$ cat src/core/mst_pkg.sv
// constants, offsets and types shared by the scan and tick timer block
package mst_pkg;

	// ***************************************************************
	// node indexing
	// ***************************************************************
	localparam int        IDX_W      = 6;
	localparam logic [5:0] NODE_FIRST = 6'h01;
	localparam logic [5:0] NODE_LAST  = 6'h3f;
	localparam int        NODE_CNT   = 64;

	// ***************************************************************
	// register byte offsets
	// ***************************************************************
	localparam logic [7:0] A_CMD     = 8'h00;
	localparam logic [7:0] A_MAXIDX  = 8'h04;
	localparam logic [7:0] A_SCAN    = 8'h08;
	localparam logic [7:0] A_NSEL    = 8'h0c;
	localparam logic [7:0] A_NSTS    = 8'h10;
	localparam logic [7:0] A_DIV1    = 8'h14;
	localparam logic [7:0] A_DIV2    = 8'h18;
	localparam logic [7:0] A_IRQ_STS = 8'h1c;
	localparam logic [7:0] A_IRQ_CLR = 8'h20;
	localparam logic [7:0] A_IRQ_EN  = 8'h24;

	// ***************************************************************
	// field positions
	// ***************************************************************
	localparam int CMD_RANGE  = 0;
	localparam int CMD_FULL   = 1;
	localparam int CMD_HALT   = 2;
	localparam int ST_DREQ    = 0;
	localparam int ST_ONE     = 2;
	localparam int ST_THREE   = 3;
	localparam int ST_SEVEN   = 4;
	localparam int NSTS_ALIVE = 8;
	localparam int SCAN_RUN   = 0;
	localparam int SCAN_FULL  = 1;
	localparam int SCAN_IDX   = 8;
	localparam int IRQ_TICK   = 0;
	localparam int IRQ_PASS   = 1;
	localparam int IRQ_NERR   = 2;
	localparam int IRQ_W      = 3;

	// ***************************************************************
	// error count thresholds
	// ***************************************************************
	localparam logic [2:0] ERR_ONE   = 3'h1;
	localparam logic [2:0] ERR_THREE = 3'h3;
	localparam logic [2:0] ERR_SEVEN = 3'h7;

	// ***************************************************************
	// reset values
	// ***************************************************************
	localparam logic [5:0]       MAXIDX_RST = 6'h01;
	localparam logic [IRQ_W-1:0] IRQ_EN_RST = 3'h0;

	// ***************************************************************
	// timing
	// ***************************************************************
	localparam int CLK_NS       = 100;
	localparam int POLL_TMO_NS  = 100000;
	localparam int POLL_TMO_CYC = (POLL_TMO_NS / CLK_NS < 1) ? 1 : POLL_TMO_NS / CLK_NS;

	typedef enum logic [1:0] {
		ST_IDLE  = 2'b00,
		ST_ISSUE = 2'b01,
		ST_WAIT  = 2'b10
	} mst_state_t;

endpackage

$ cat src/core/mst_scan_tick.sv
// scan master with node status table and tick timer, ahb-lite slave
//
// Functional notes
// ranged scan polls one up to configured maximum
// full detect scan polls one through sixty-three
// host keeps maximum and node index 1..63
// halt command stops cyclic polling
// status bit0 data request, bit2 one error
// status bit3 set after three errors
// status bits 4-6 set after seven errors
// alive reads one responding, zero dead
// tick rate is bit rate over product
// host programs both divisors above one
// zero divisor stops the tick interrupt
// tick interrupt enabled separately, none when disabled
// second divider steps on first's terminal count
`timescale 1ns/1ps
`default_nettype none
module mst_scan_tick import mst_pkg::*; #(
	parameter int DIV_W    = 16,
	parameter int TMO_CYC  = POLL_TMO_CYC
) (
	input  wire logic             hclk,
	input  wire logic             hresetn,
	input  wire logic             hsel,
	input  wire logic [31:0]      haddr,
	input  wire logic [1:0]       htrans,
	input  wire logic             hwrite,
	input  wire logic [2:0]       hsize,
	input  wire logic [31:0]      hwdata,
	input  wire logic             hready,
	output logic                  hreadyout,
	output logic                  hresp,
	output logic [31:0]           hrdata,
	input  wire logic             bit_tick,
	output logic                  poll_req,
	output logic [IDX_W-1:0]      poll_idx,
	input  wire logic             poll_ok,
	input  wire logic             poll_err,
	input  wire logic             poll_dreq,
	output logic                  scan_active,
	output logic                  irq
);

	initial begin
		if (DIV_W < 2 || DIV_W > 32)
			$error("mst_scan_tick: DIV_W must be 2..32");
		if (TMO_CYC < 1 || TMO_CYC > 65535)
			$error("mst_scan_tick: TMO_CYC must be 1..65535");
	end

	// ***************************************************************
	// declarations
	// ***************************************************************
	logic             wr_pend_r, wr_pend_nxt;
	logic [7:0]       wr_addr_r, wr_addr_nxt;
	logic [31:0]      rdata_r,   rdata_nxt;
	logic [5:0]       maxidx_r,  maxidx_nxt;
	logic [5:0]       nsel_r,    nsel_nxt;
	logic [DIV_W-1:0] div1_r,    div1_nxt;
	logic [DIV_W-1:0] div2_r,    div2_nxt;
	logic [IRQ_W-1:0] isr_r,     isr_nxt;
	logic [IRQ_W-1:0] ien_r,     ien_nxt;
	logic [IRQ_W-1:0] iset;
	logic [IRQ_W-1:0] iclr;
	mst_state_t       state_r,   state_nxt;
	logic [5:0]       idx_r,     idx_nxt;
	logic             full_r,    full_nxt;
	logic [15:0]      tmo_r,     tmo_nxt;
	logic             req_r,     req_nxt;
	logic             addr_ok;
	logic             wr_cmd;
	logic             cmd_range;
	logic             cmd_full;
	logic             cmd_halt;
	logic [5:0]       last_idx;
	logic             answer;
	logic             tmo_hit;
	logic             tab_upd;
	logic             tab_ok;
	logic             tab_clr;
	logic             pass_evt;
	logic             tick_evt;
	logic [7:0]       nsts;
	logic             nalive;

	// ***************************************************************
	// bus slave
	// ***************************************************************
	// zero wait state: write data lands at the data phase edge
	always_comb begin
		addr_ok     = hsel && hready && htrans[1];
		wr_pend_nxt = addr_ok && hwrite;
		wr_addr_nxt = addr_ok ? haddr[7:0] : wr_addr_r;
		rdata_nxt   = 32'h0000_0000;
		if (addr_ok && !hwrite) begin
			if (haddr[7:0] == A_MAXIDX) begin
				rdata_nxt[5:0] = maxidx_r;
			end else if (haddr[7:0] == A_SCAN) begin
				rdata_nxt[SCAN_RUN]      = (state_r != ST_IDLE);
				rdata_nxt[SCAN_FULL]     = full_r;
				rdata_nxt[SCAN_IDX+:6]   = idx_r;
			end else if (haddr[7:0] == A_NSEL) begin
				rdata_nxt[5:0] = nsel_r;
			end else if (haddr[7:0] == A_NSTS) begin
				rdata_nxt[7:0]        = nsts;
				rdata_nxt[NSTS_ALIVE] = nalive;
			end else if (haddr[7:0] == A_DIV1) begin
				rdata_nxt[DIV_W-1:0] = div1_r;
			end else if (haddr[7:0] == A_DIV2) begin
				rdata_nxt[DIV_W-1:0] = div2_r;
			end else if (haddr[7:0] == A_IRQ_STS) begin
				rdata_nxt[IRQ_W-1:0] = isr_r;
			end else if (haddr[7:0] == A_IRQ_EN) begin
				rdata_nxt[IRQ_W-1:0] = ien_r;
			end else begin
				rdata_nxt = 32'h0000_0000;
			end
		end
	end

	always_ff @(posedge hclk or negedge hresetn) begin
		if (!hresetn) begin
			wr_pend_r <= 1'b0;
			wr_addr_r <= 8'h00;
			rdata_r   <= 32'h0000_0000;
		end else begin
			wr_pend_r <= wr_pend_nxt;
			wr_addr_r <= wr_addr_nxt;
			rdata_r   <= rdata_nxt;
		end
	end

	assign hreadyout = 1'b1;
	assign hresp     = 1'b0;
	assign hrdata    = rdata_r;

	// ***************************************************************
	// control registers
	// ***************************************************************
	always_comb begin
		wr_cmd     = wr_pend_r && (wr_addr_r == A_CMD);
		cmd_range  = wr_cmd && hwdata[CMD_RANGE];
		cmd_full   = wr_cmd && hwdata[CMD_FULL];
		cmd_halt   = wr_cmd && hwdata[CMD_HALT];
		maxidx_nxt = maxidx_r;
		nsel_nxt   = nsel_r;
		div1_nxt   = div1_r;
		div2_nxt   = div2_r;
		ien_nxt    = ien_r;
		iclr       = '0;
		if (wr_pend_r) begin
			if (wr_addr_r == A_MAXIDX) begin
				maxidx_nxt = hwdata[5:0];
			end else if (wr_addr_r == A_NSEL) begin
				nsel_nxt = hwdata[5:0];
			end else if (wr_addr_r == A_DIV1) begin
				div1_nxt = hwdata[DIV_W-1:0];
			end else if (wr_addr_r == A_DIV2) begin
				div2_nxt = hwdata[DIV_W-1:0];
			end else if (wr_addr_r == A_IRQ_CLR) begin
				iclr = hwdata[IRQ_W-1:0];
			end else if (wr_addr_r == A_IRQ_EN) begin
				ien_nxt = hwdata[IRQ_W-1:0];
			end
		end
	end

	always_ff @(posedge hclk or negedge hresetn) begin
		if (!hresetn) begin
			maxidx_r <= MAXIDX_RST;
			nsel_r   <= NODE_FIRST;
			div1_r   <= '0;
			div2_r   <= '0;
			ien_r    <= IRQ_EN_RST;
		end else begin
			maxidx_r <= maxidx_nxt;
			nsel_r   <= nsel_nxt;
			div1_r   <= div1_nxt;
			div2_r   <= div2_nxt;
			ien_r    <= ien_nxt;
		end
	end

	// ***************************************************************
	// scan sequencer
	// ***************************************************************
	always_comb begin
		last_idx  = full_r ? NODE_LAST : maxidx_r;
		answer    = poll_ok || poll_err;
		tmo_hit   = (tmo_r >= 16'(TMO_CYC - 1));
		state_nxt = state_r;
		idx_nxt   = idx_r;
		full_nxt  = full_r;
		tmo_nxt   = tmo_r;
		req_nxt   = 1'b0;
		tab_upd   = 1'b0;
		tab_ok    = 1'b0;
		tab_clr   = 1'b0;
		pass_evt  = 1'b0;
		// halt beats a start carried in the same write
		if (cmd_halt) begin
			state_nxt = ST_IDLE;
		end else if (cmd_range || cmd_full) begin
			full_nxt  = cmd_full;
			idx_nxt   = NODE_FIRST;
			tab_clr   = 1'b1;
			req_nxt   = 1'b1;
			state_nxt = ST_ISSUE;
		end else begin
			case (state_r)
				ST_IDLE: begin
					state_nxt = ST_IDLE;
				end
				ST_ISSUE: begin
					tmo_nxt   = 16'h0000;
					state_nxt = ST_WAIT;
				end
				ST_WAIT: begin
					tmo_nxt = tmo_r + 16'h0001;
					if (answer || tmo_hit) begin
						// a late answer after timeout is dropped as an error
						tab_upd   = 1'b1;
						tab_ok    = poll_ok && !poll_err;
						req_nxt   = 1'b1;
						state_nxt = ST_ISSUE;
						// >= guards a host that broke the 1..63 range
						if (idx_r >= last_idx) begin
							idx_nxt  = NODE_FIRST;
							pass_evt = 1'b1;
						end else begin
							idx_nxt = idx_r + 6'h01;
						end
					end
				end
				default: begin
					state_nxt = ST_IDLE;
				end
			endcase
		end
	end

	always_ff @(posedge hclk or negedge hresetn) begin
		if (!hresetn) begin
			state_r <= ST_IDLE;
			idx_r   <= NODE_FIRST;
			full_r  <= 1'b0;
			tmo_r   <= 16'h0000;
			req_r   <= 1'b0;
		end else begin
			state_r <= state_nxt;
			idx_r   <= idx_nxt;
			full_r  <= full_nxt;
			tmo_r   <= tmo_nxt;
			req_r   <= req_nxt;
		end
	end

	assign poll_req    = req_r;
	assign poll_idx    = idx_r;
	assign scan_active = (state_r != ST_IDLE);

	// ***************************************************************
	// interrupt status
	// ***************************************************************
	always_comb begin
		iset           = '0;
		iset[IRQ_TICK] = tick_evt;
		iset[IRQ_PASS] = pass_evt;
		iset[IRQ_NERR] = tab_upd && !tab_ok;
		// set beats a clear arriving in the same cycle
		isr_nxt        = (isr_r & ~iclr) | iset;
	end

	always_ff @(posedge hclk or negedge hresetn) begin
		if (!hresetn) begin
			isr_r <= '0;
		end else begin
			isr_r <= isr_nxt;
		end
	end

	assign irq = |(isr_r & ien_r);

	// ***************************************************************
	// sub blocks
	// ***************************************************************
	mst_node_tab u_tab (
		.hclk     (hclk),
		.hresetn  (hresetn),
		.clr_all  (tab_clr),
		.upd      (tab_upd),
		.upd_idx  (idx_r),
		.upd_ok   (tab_ok),
		.upd_dreq (poll_dreq),
		.rd_idx   (nsel_r),
		.rd_sts   (nsts),
		.rd_alive (nalive)
	);

	mst_tick_div #(
		.DIV_W (DIV_W)
	) u_div (
		.hclk           (hclk),
		.hresetn        (hresetn),
		.bit_tick       (bit_tick),
		.first_divisor  (div1_r),
		.second_divisor (div2_r),
		.tick_evt       (tick_evt)
	);

endmodule
`default_nettype wire

$ cat src/core/mst_tick_div.sv
// two cascaded dividers clocked by the link bit tick
`timescale 1ns/1ps
`default_nettype none
module mst_tick_div import mst_pkg::*; #(
	parameter int DIV_W = 16
) (
	input  wire logic             hclk,
	input  wire logic             hresetn,
	input  wire logic             bit_tick,
	input  wire logic [DIV_W-1:0] first_divisor,
	input  wire logic [DIV_W-1:0] second_divisor,
	output logic                  tick_evt
);

	initial begin
		if (DIV_W < 2)
			$error("mst_tick_div: DIV_W must be at least 2");
	end

	logic [DIV_W-1:0] cnt1_r, cnt1_nxt;
	logic [DIV_W-1:0] cnt2_r, cnt2_nxt;
	logic             evt_r,  evt_nxt;
	logic             run;
	logic             tc1;

	// ***************************************************************
	// divider chain
	// ***************************************************************
	always_comb begin
		// a zero divisor parks both counters so a later restart is phase clean
		run      = (first_divisor != '0) && (second_divisor != '0);
		tc1      = run && bit_tick && (cnt1_r >= first_divisor - 1'b1);
		cnt1_nxt = cnt1_r;
		cnt2_nxt = cnt2_r;
		evt_nxt  = 1'b0;
		if (!run) begin
			cnt1_nxt = '0;
			cnt2_nxt = '0;
		end else if (bit_tick) begin
			cnt1_nxt = tc1 ? '0 : cnt1_r + 1'b1;
			if (tc1) begin
				// divisor of one passes every tick; software is expected to use more
				if (cnt2_r >= second_divisor - 1'b1) begin
					cnt2_nxt = '0;
					evt_nxt  = 1'b1;
				end else begin
					cnt2_nxt = cnt2_r + 1'b1;
				end
			end
		end
	end

	always_ff @(posedge hclk or negedge hresetn) begin
		if (!hresetn) begin
			cnt1_r <= '0;
			cnt2_r <= '0;
			evt_r  <= 1'b0;
		end else begin
			cnt1_r <= cnt1_nxt;
			cnt2_r <= cnt2_nxt;
			evt_r  <= evt_nxt;
		end
	end

	assign tick_evt = evt_r;

endmodule
`default_nettype wire

$ cat src/core/mst_node_tab.sv
// per node error count, data request and alive table
`timescale 1ns/1ps
`default_nettype none
module mst_node_tab import mst_pkg::*; (
	input  wire logic             hclk,
	input  wire logic             hresetn,
	input  wire logic             clr_all,
	input  wire logic             upd,
	input  wire logic [IDX_W-1:0] upd_idx,
	input  wire logic             upd_ok,
	input  wire logic             upd_dreq,
	input  wire logic [IDX_W-1:0] rd_idx,
	output logic [7:0]            rd_sts,
	output logic                  rd_alive
);

	logic [2:0] cnt_r   [NODE_CNT];
	logic [2:0] cnt_nxt [NODE_CNT];
	logic [NODE_CNT-1:0] dreq_r, dreq_nxt;
	logic [NODE_CNT-1:0] alive_r, alive_nxt;
	logic [7:0]          sts_r, sts_nxt;
	logic                live_r, live_nxt;
	logic [2:0]          c;

	// ***************************************************************
	// table update
	// ***************************************************************
	always_comb begin
		dreq_nxt  = dreq_r;
		alive_nxt = alive_r;
		for (int i = 0; i < NODE_CNT; i++) begin
			cnt_nxt[i] = clr_all ? 3'h0 : cnt_r[i];
		end
		if (clr_all) begin
			dreq_nxt  = '0;
			alive_nxt = '0;
		end else if (upd) begin
			alive_nxt[upd_idx] = upd_ok;
			if (upd_ok) begin
				dreq_nxt[upd_idx] = upd_dreq;
			end else if (cnt_r[upd_idx] != ERR_SEVEN) begin
				// saturate so the top flags never fold back to zero
				cnt_nxt[upd_idx] = cnt_r[upd_idx] + 1'b1;
			end
		end
		c                  = cnt_r[rd_idx];
		sts_nxt            = 8'h00;
		sts_nxt[ST_DREQ]   = dreq_r[rd_idx];
		sts_nxt[ST_ONE]    = (c >= ERR_ONE);
		sts_nxt[ST_THREE]  = (c >= ERR_THREE);
		sts_nxt[ST_SEVEN+:3] = (c == ERR_SEVEN) ? 3'h7 : 3'h0;
		live_nxt           = alive_r[rd_idx];
	end

	always_ff @(posedge hclk or negedge hresetn) begin
		if (!hresetn) begin
			for (int i = 0; i < NODE_CNT; i++) begin
				cnt_r[i] <= 3'h0;
			end
			dreq_r  <= '0;
			alive_r <= '0;
			sts_r   <= 8'h00;
			live_r  <= 1'b0;
		end else begin
			for (int i = 0; i < NODE_CNT; i++) begin
				cnt_r[i] <= cnt_nxt[i];
			end
			dreq_r  <= dreq_nxt;
			alive_r <= alive_nxt;
			sts_r   <= sts_nxt;
			live_r  <= live_nxt;
		end
	end

	assign rd_sts   = sts_r;
	assign rd_alive = live_r;

endmodule
`default_nettype wire

$ cat config.mk
export PLATFORM = sky130hd
export DESIGN_NAME = mst_scan_tick
export DESIGN_NICKNAME = d
export VERILOG_FILES = /design/src/core/mst_pkg.sv /design/src/core/mst_scan_tick.sv /design/src/core/mst_tick_div.sv /design/src/core/mst_node_tab.sv
export SDC_FILE = /design/constraint.sdc
export NUM_CORES = 1
export LEC_CHECK = 0
export ABC_AREA = 1
export BUFFER_PORTS_ARGS = -buffer_cell sky130_fd_sc_hd__buf_4
export CAP_MARGIN = 10
export CELL_PAD_IN_SITES_DETAIL_PLACEMENT = 1
export CELL_PAD_IN_SITES_GLOBAL_PLACEMENT = 1
export CORE_MARGIN = 2
export CORE_UTILIZATION = 48
export CTS_CLUSTER_DIAMETER = 150
export DETAILED_ROUTE_END_ITERATION = 10
export PLACE_DENSITY = 0.84
export SLEW_MARGIN = 30
export SYNTH_ARGS = -nofsm -noshare
export SYNTH_HDL_FRONTEND = slang
export SYNTH_SLANG_ARGS = --single-unit
$ cat constraint.sdc
create_clock -name hclk -period 10.2 [get_ports hclk]
set_clock_uncertainty 0.15 [all_clocks]
set_input_delay 2.04 -clock hclk [delete_from_list [all_inputs] [get_ports hclk]]
set_output_delay 2.04 -clock hclk [all_outputs]
set_load 0.02 [all_outputs]
* Yosys cells after proc, flatten, opt, wreduce, memory -nomap -nowiden
Index checks and enable logic that the tools add are counted.
** Storage, ports and cells
- Register bits :: 477
- Latch bits :: 0
- RAM bits :: 0
- ROM bits :: 0
- Input bits :: 78
- Output and inout bits :: 43
- Word-level logic and storage cells :: 343
- Memories :: 0
** Cells by class
- $add $sub $neg :: 7
- Multipliers :: 0
- Div/mod/pow operators :: 0
- Order comparisons :: 12
- Equality and inequality tests :: 21
- Shifts and indexed selects :: 0
- Muxes and demuxes :: 164
- Bitwise operators :: 13
- Reductions and logical operators :: 41
** Operator list (number)
- $mux 192 :: 4
- $mux 64 :: 5
- $mux 16 :: 16
- $mux 3 :: 78
- $mux 29 :: 7
- $bwmux 192 :: 1
- $bwmux 64 :: 2
- $mux 6 :: 9
- $mux 26 :: 2
- $add 16x1->16 const B :: 3
- $eq 8x5->1 const B :: 6
- $bmux 3 s6 :: 2
- $ge 16x16->1 :: 2
- $mux 32 :: 1
- $pmux 16 s2 :: 1
- $reduce_bool 16->1 :: 2
- $sub 16x1->16 const B :: 2
- $eq 8x4->1 const B :: 3
- $eq 8x6->1 const B :: 3
- $mux 1 :: 24
- $mux 23 :: 1
- $demux 3 s6 :: 1
- $mux 18 :: 1
- $eq 8x3->1 const B :: 2
- 37 further kinds :: 80

* Longest topological paths before layout
- Depth after elaboration :: 20
- Mapped depth :: 24
- Depth with buffers taken out :: 21

* By module
A second synthesis with hierarchy kept.
** Unflattened totals
- Cells, all modules :: 3654
- Area, all modules :: 27057.2 um^2
** Modules (own cells, without submodules)
- mst_node_tab :: times used 1, cells an instance 2410, area each 17864.6 um^2, sequential area each 8132.8 um^2
- mst_scan_tick :: times used 1, cells an instance 680, area each 5536.6 um^2, sequential area each 2531.2 um^2
- mst_tick_div :: times used 1, cells an instance 564, area each 3656.0 um^2, sequential area each 825.8 um^2

* Worst setup path after synthesis
No wires, ideal clock.
- Path kind :: in2reg
- Start point :: input hwdata[0]
- End point :: register u_tab.dreq_r[31]
- Setup time :: 0.124 ns
- Data arrival time :: 3.202 ns
- Required time :: 9.926 ns
- Path slack :: 6.724 ns
- Stages on the path :: 7
- Path buffers :: 3
- Cell sequence :: o211ai_2 nand3_1 buf_6 buf_6 buf_2 o211ai_1 nand2_1
** On the way
- Longest elaborated chain between the ends :: 6
- Elaborated cells on any way between the ends :: 12
- Classes of those cells :: mux (7); reduce/logical (5)
** Ends and longest elaborated chain
- from (decl) :: RTL line mst_scan_tick.sv:30 : input wire logic [31:0] hwdata,
- $logic_and 1x1->1 (*) :: RTL line mst_scan_tick.sv:143 : cmd_range = wr_cmd && hwdata[CMD_RANGE];
- $logic_or 1x1->1 (*) :: RTL line mst_scan_tick.sv:204 : end else if (cmd_range || cmd_full) begin
- $mux 1 :: RTL line mst_scan_tick.sv:204
- $mux 1 :: RTL line mst_scan_tick.sv:202 : if (cmd_halt) begin
- $reduce_bool 2->1 (no line)
- $reduce_and 2->1 (no line)
- to (signal assigned) :: RTL line mst_node_tab.sv:68 : dreq_r <= dreq_nxt;
- to (decl) :: RTL line mst_node_tab.sv:19 : logic [NODE_CNT-1:0] dreq_r, dreq_nxt;
Mark *: on every way between the ends. The rest lies on a longest branch, timed or not.
A chain may end at the register's enable or synchronous reset.

==> flow_summary.json <==
{
  "post-dp-hpwl_um": 73900,
  "yosys_warnings": 0,
  "grt_pass1_vias": 30684,
  "die-area_mm2": 0.06233,
  "synth_edf_count": 0,
  "worstSetupEndpointType": "register",
  "antennaDiodeCount": 0,
  "drt_first_pass_iters": 5,
  "final_area_mm2": 0.03143,
  "synth_flop_cell": "dfrtp_1",
  "grt_pass1_wl_um": 178200,
  "synth-seq-cells": 459,
  "cts_tree": "done",
  "core_mm2": 0.06002,
  "cts.clk_slew.worst_paths_ns": 0.06,
  "track_usage_pct": 36.72,
  "die_y_um": 249.7,
  "yosysSeqAreaShare_pct": 39.67,
  "area_growth_pct": 8.510,
  "crit_type": "reg2reg",
  "syn_area_mm2": 0.02897,
  "clock_sinks": 459,
  "drv_cap": 0,
  "synthCells": 4212,
  "syn_avg_cell_area_um2": 6.877,
  "initial_utilization_pct": 48.26,
  "fin_crit_sh_pct": 58.99,
  "first_iter_violations": 2583,
  "fmax_ghz": 0.1662,
  "die_x_um": 249.7,
  "cts_resized": 0,
  "hold_buffers": 0,
  "crit_fanout": 58,
  "power_density_mw_per_mm2": 205.0,
  "hp-class": "reg2reg",
  "finalHoldViolCount": 0,
  "ir_drop_mv": 0.3789,
  "drv_slew": 0,
  "async_flop_share_pct": 100.0,
  "critPathRequiredTime_ns": 10.56,
  "viasPerCell": 6.050,
  "power.leakage_nw": 15.77,
  "drc_errors": 0,
  "clockBufferDepth": 3,
  "ioPinCount": 121,
  "antenna_left": 0,
  "clkLatencyLatePin_ns": 0.64,
  "final.fill_count": 7882,
  "cts-root-buf": "clkbuf_16",
  "tns_ns": 0,
  "wl_per_cell_um": 23.31,
  "fin_crit_ns": 6.017,
  "grt_max_degree": 124,
  "placed_area_mm2": 0.02963,
  "postCtsSetupBuffers": 0,
  "finalWeightedCongestion": 0.9245,
  "drt-total-wl_um": 115600,
  "arrival_ns": 6.38,
  "io_buffers": 58,
  "antenna_found_initial": 2,
  "synth_cell_types": 55,
  "setup_viol": 0,
  "overflow": 0,
  "status": "completed",
  "vias": 30009,
  "rsz0062_at_grt": "no",
  "cts_buffers": 55,
  "cts_htree_levels": 2,
  "timing.slew.headroom_pct": 31.87,
  "drive_above_1_share_pct": 7.348,
  "total_power_mw": 6.443,
  "tightest_slew_ns": 1.022,
  "cp-start-kind": "register",
  "fin_nets": 4265,
  "row_count": 90
}
-- cells by family after synthesis --
group | after synthesis | synth area share [%]
multiplexers | 1 | 0.03887
buffers and inverters | 703 | 10.10
XOR/XNOR | 54 | 1.633
adder cells (fa/ha/maj) | 50 | 2.160
AO/OA/AOI/OAI | 724 | 13.63
other | 2 | 0.02593
flip-flops | 459 | 39.67
AND/OR/NAND/NOR | 2219 | 32.75
-- final cells by class --
type	count	area, µm²	share of cell area (%)
Multi-Input combinational cell	3066	14660	46.65
Inverter	453	1712	5.446
Clock buffer	85	1630	5.187
Sequential cell	459	11500	36.58
Tap cell	782	978.4	3.113
Clock inverter	13	155.1	0.4936
Timing Repair Buffer	102	793.3	2.524
-- stage by stage --
stage	util [%]	std cells	setup slack [ns]	hold WS, ns
2_1_floorplan	-	4228	6.724	0.2593
3_3_place_gp	49.36	4862	4.521	0.2985
6_report	52.37	4960	4.183	0.3145
5_1_grt	52.37	4960	4.020	0.3340
3_5_place_dp	49.37	4862	4.485	0.3040
4_1_cts	52.35	4960	4.422	0.3183
-- power breakdown --
group	total (mW)	switching, mW	internal, mW
Sequential	2.08	0.137	1.94
Clock	2.01	0.840	1.17
Combinational	2.36	1.94	0.417
Total	6.44	2.92	3.53
-- placed cells by master (no fill, tap or decap), drive strengths merged, types with 5 or more instances in the layout --
| master | n |
|---|---|
| nand2 | 1092 |
| o31ai | 5 |
| or2 | 5 |
| o211ai | 53 |
| a22oi | 12 |
| conb | 18 |
| a21oi | 197 |
| xor2 | 45 |
| nand3 | 408 |
| o22ai | 47 |
| nor3 | 46 |
| buf | 102 |
| xnor2 | 9 |
| clkbuf | 85 |
| o21ai | 385 |
| nand4 | 60 |
| inv | 449 |
| clkinv | 14 |
| o221ai | 5 |
| nor4 | 15 |
| dfrtp | 456 |
| ha | 50 |
| nor2 | 587 |
-- critical path, cell delays in order (launching register included) --
cell and delay [ns]:
dfstp_2 0.53, buf_4 0.66, nand2_1 0.12, o21ai_0 0.11
nand2_1 0.07, nand2_1 0.13, nand2_1 0.07, nand2_1 0.12
nand2_1 0.11, nand2_1 0.15, nor2_4 0.04, nand2_1 0.55
inv_1 0.39, ha_1 0.31, ha_1 0.17, buf_4 0.28
inv_2 0.77, nand2_2 0.33, inv_1 0.26, nand2_1 0.21
o21ai_1 0.19, nor2_1 0.08
-- path summary, 6_finish.rpt --
path	start	end	slack [ns]	cells past startpoint
max in group asynchronous	hresetn	nsel_r[1]$_DFFE_PN0P_	7.18	2
min in group asynchronous	hresetn	u_tab.dreq_r[51]$_DFFE_PN0P_	1.35	1
setup reg to reg	poll_idx[0]$_DFFE_PN1P_	u_tab.cnt_r[163]$_DFF_PN0_	4.18	21
hold reg to reg	u_tab.alive_r[61]$_DFFE_PN0P_	u_tab.alive_r[61]$_DFFE_PN0P_	0.31	2
setup / recovery	poll_idx[0]$_DFFE_PN1P_	u_tab.cnt_r[163]$_DFF_PN0_	4.18	21
hold / removal	u_tab.alive_r[61]$_DFFE_PN0P_	u_tab.alive_r[61]$_DFFE_PN0P_	0.31	2
-- cells in the mapped netlist, drive strengths merged, types with 4 or more instances --
master	count	area [µm²]
xnor2	9	78.83
nor3	46	230.2
clkinv	4	16.26
nand3	408	2135
o221ai	5	43.79
o31ai	5	37.54
buf	120	731.9
dfrtp	456	11410
o21ai	385	1927
inv	449	1688
or2	5	31.28
ha	50	625.6
xor2	45	394.1
a21oi	197	989.7
o22ai	47	294.0
nor4	15	93.84
nand4	60	390.4
nand2	1092	4106
nor2	587	2456
a22oi	12	90.09
clkbuf	130	489.2
o211ai	53	402.9
-- layer usage --
| metal | share of wire [%] | routed length (µm) | global-route usage (%) |
|---|---|---|---|
| met5 | 0.0095 | 11 | 0 |
| met4 | 7.4 | 8565 | 24.72 |
| met3 | 7.0 | 8122 | 5.486 |
| met2 | 46 | 53720 | 60.07 |
| met1 | 39 | 45220 | 45.04 |
-- flip-flops by register name, summed over array words and instances, names as in the netlist, 16 cells and up --
register / flops
div2_r: 16
u_tab.dreq_r: 64
u_div.cnt1_r: 16
hrdata: 16
tmo_r: 16
div1_r: 16
u_div.cnt2_r: 16
u_tab.alive_r: 64
u_tab.cnt_r: 192
Power figures use the tool's default switching activity.
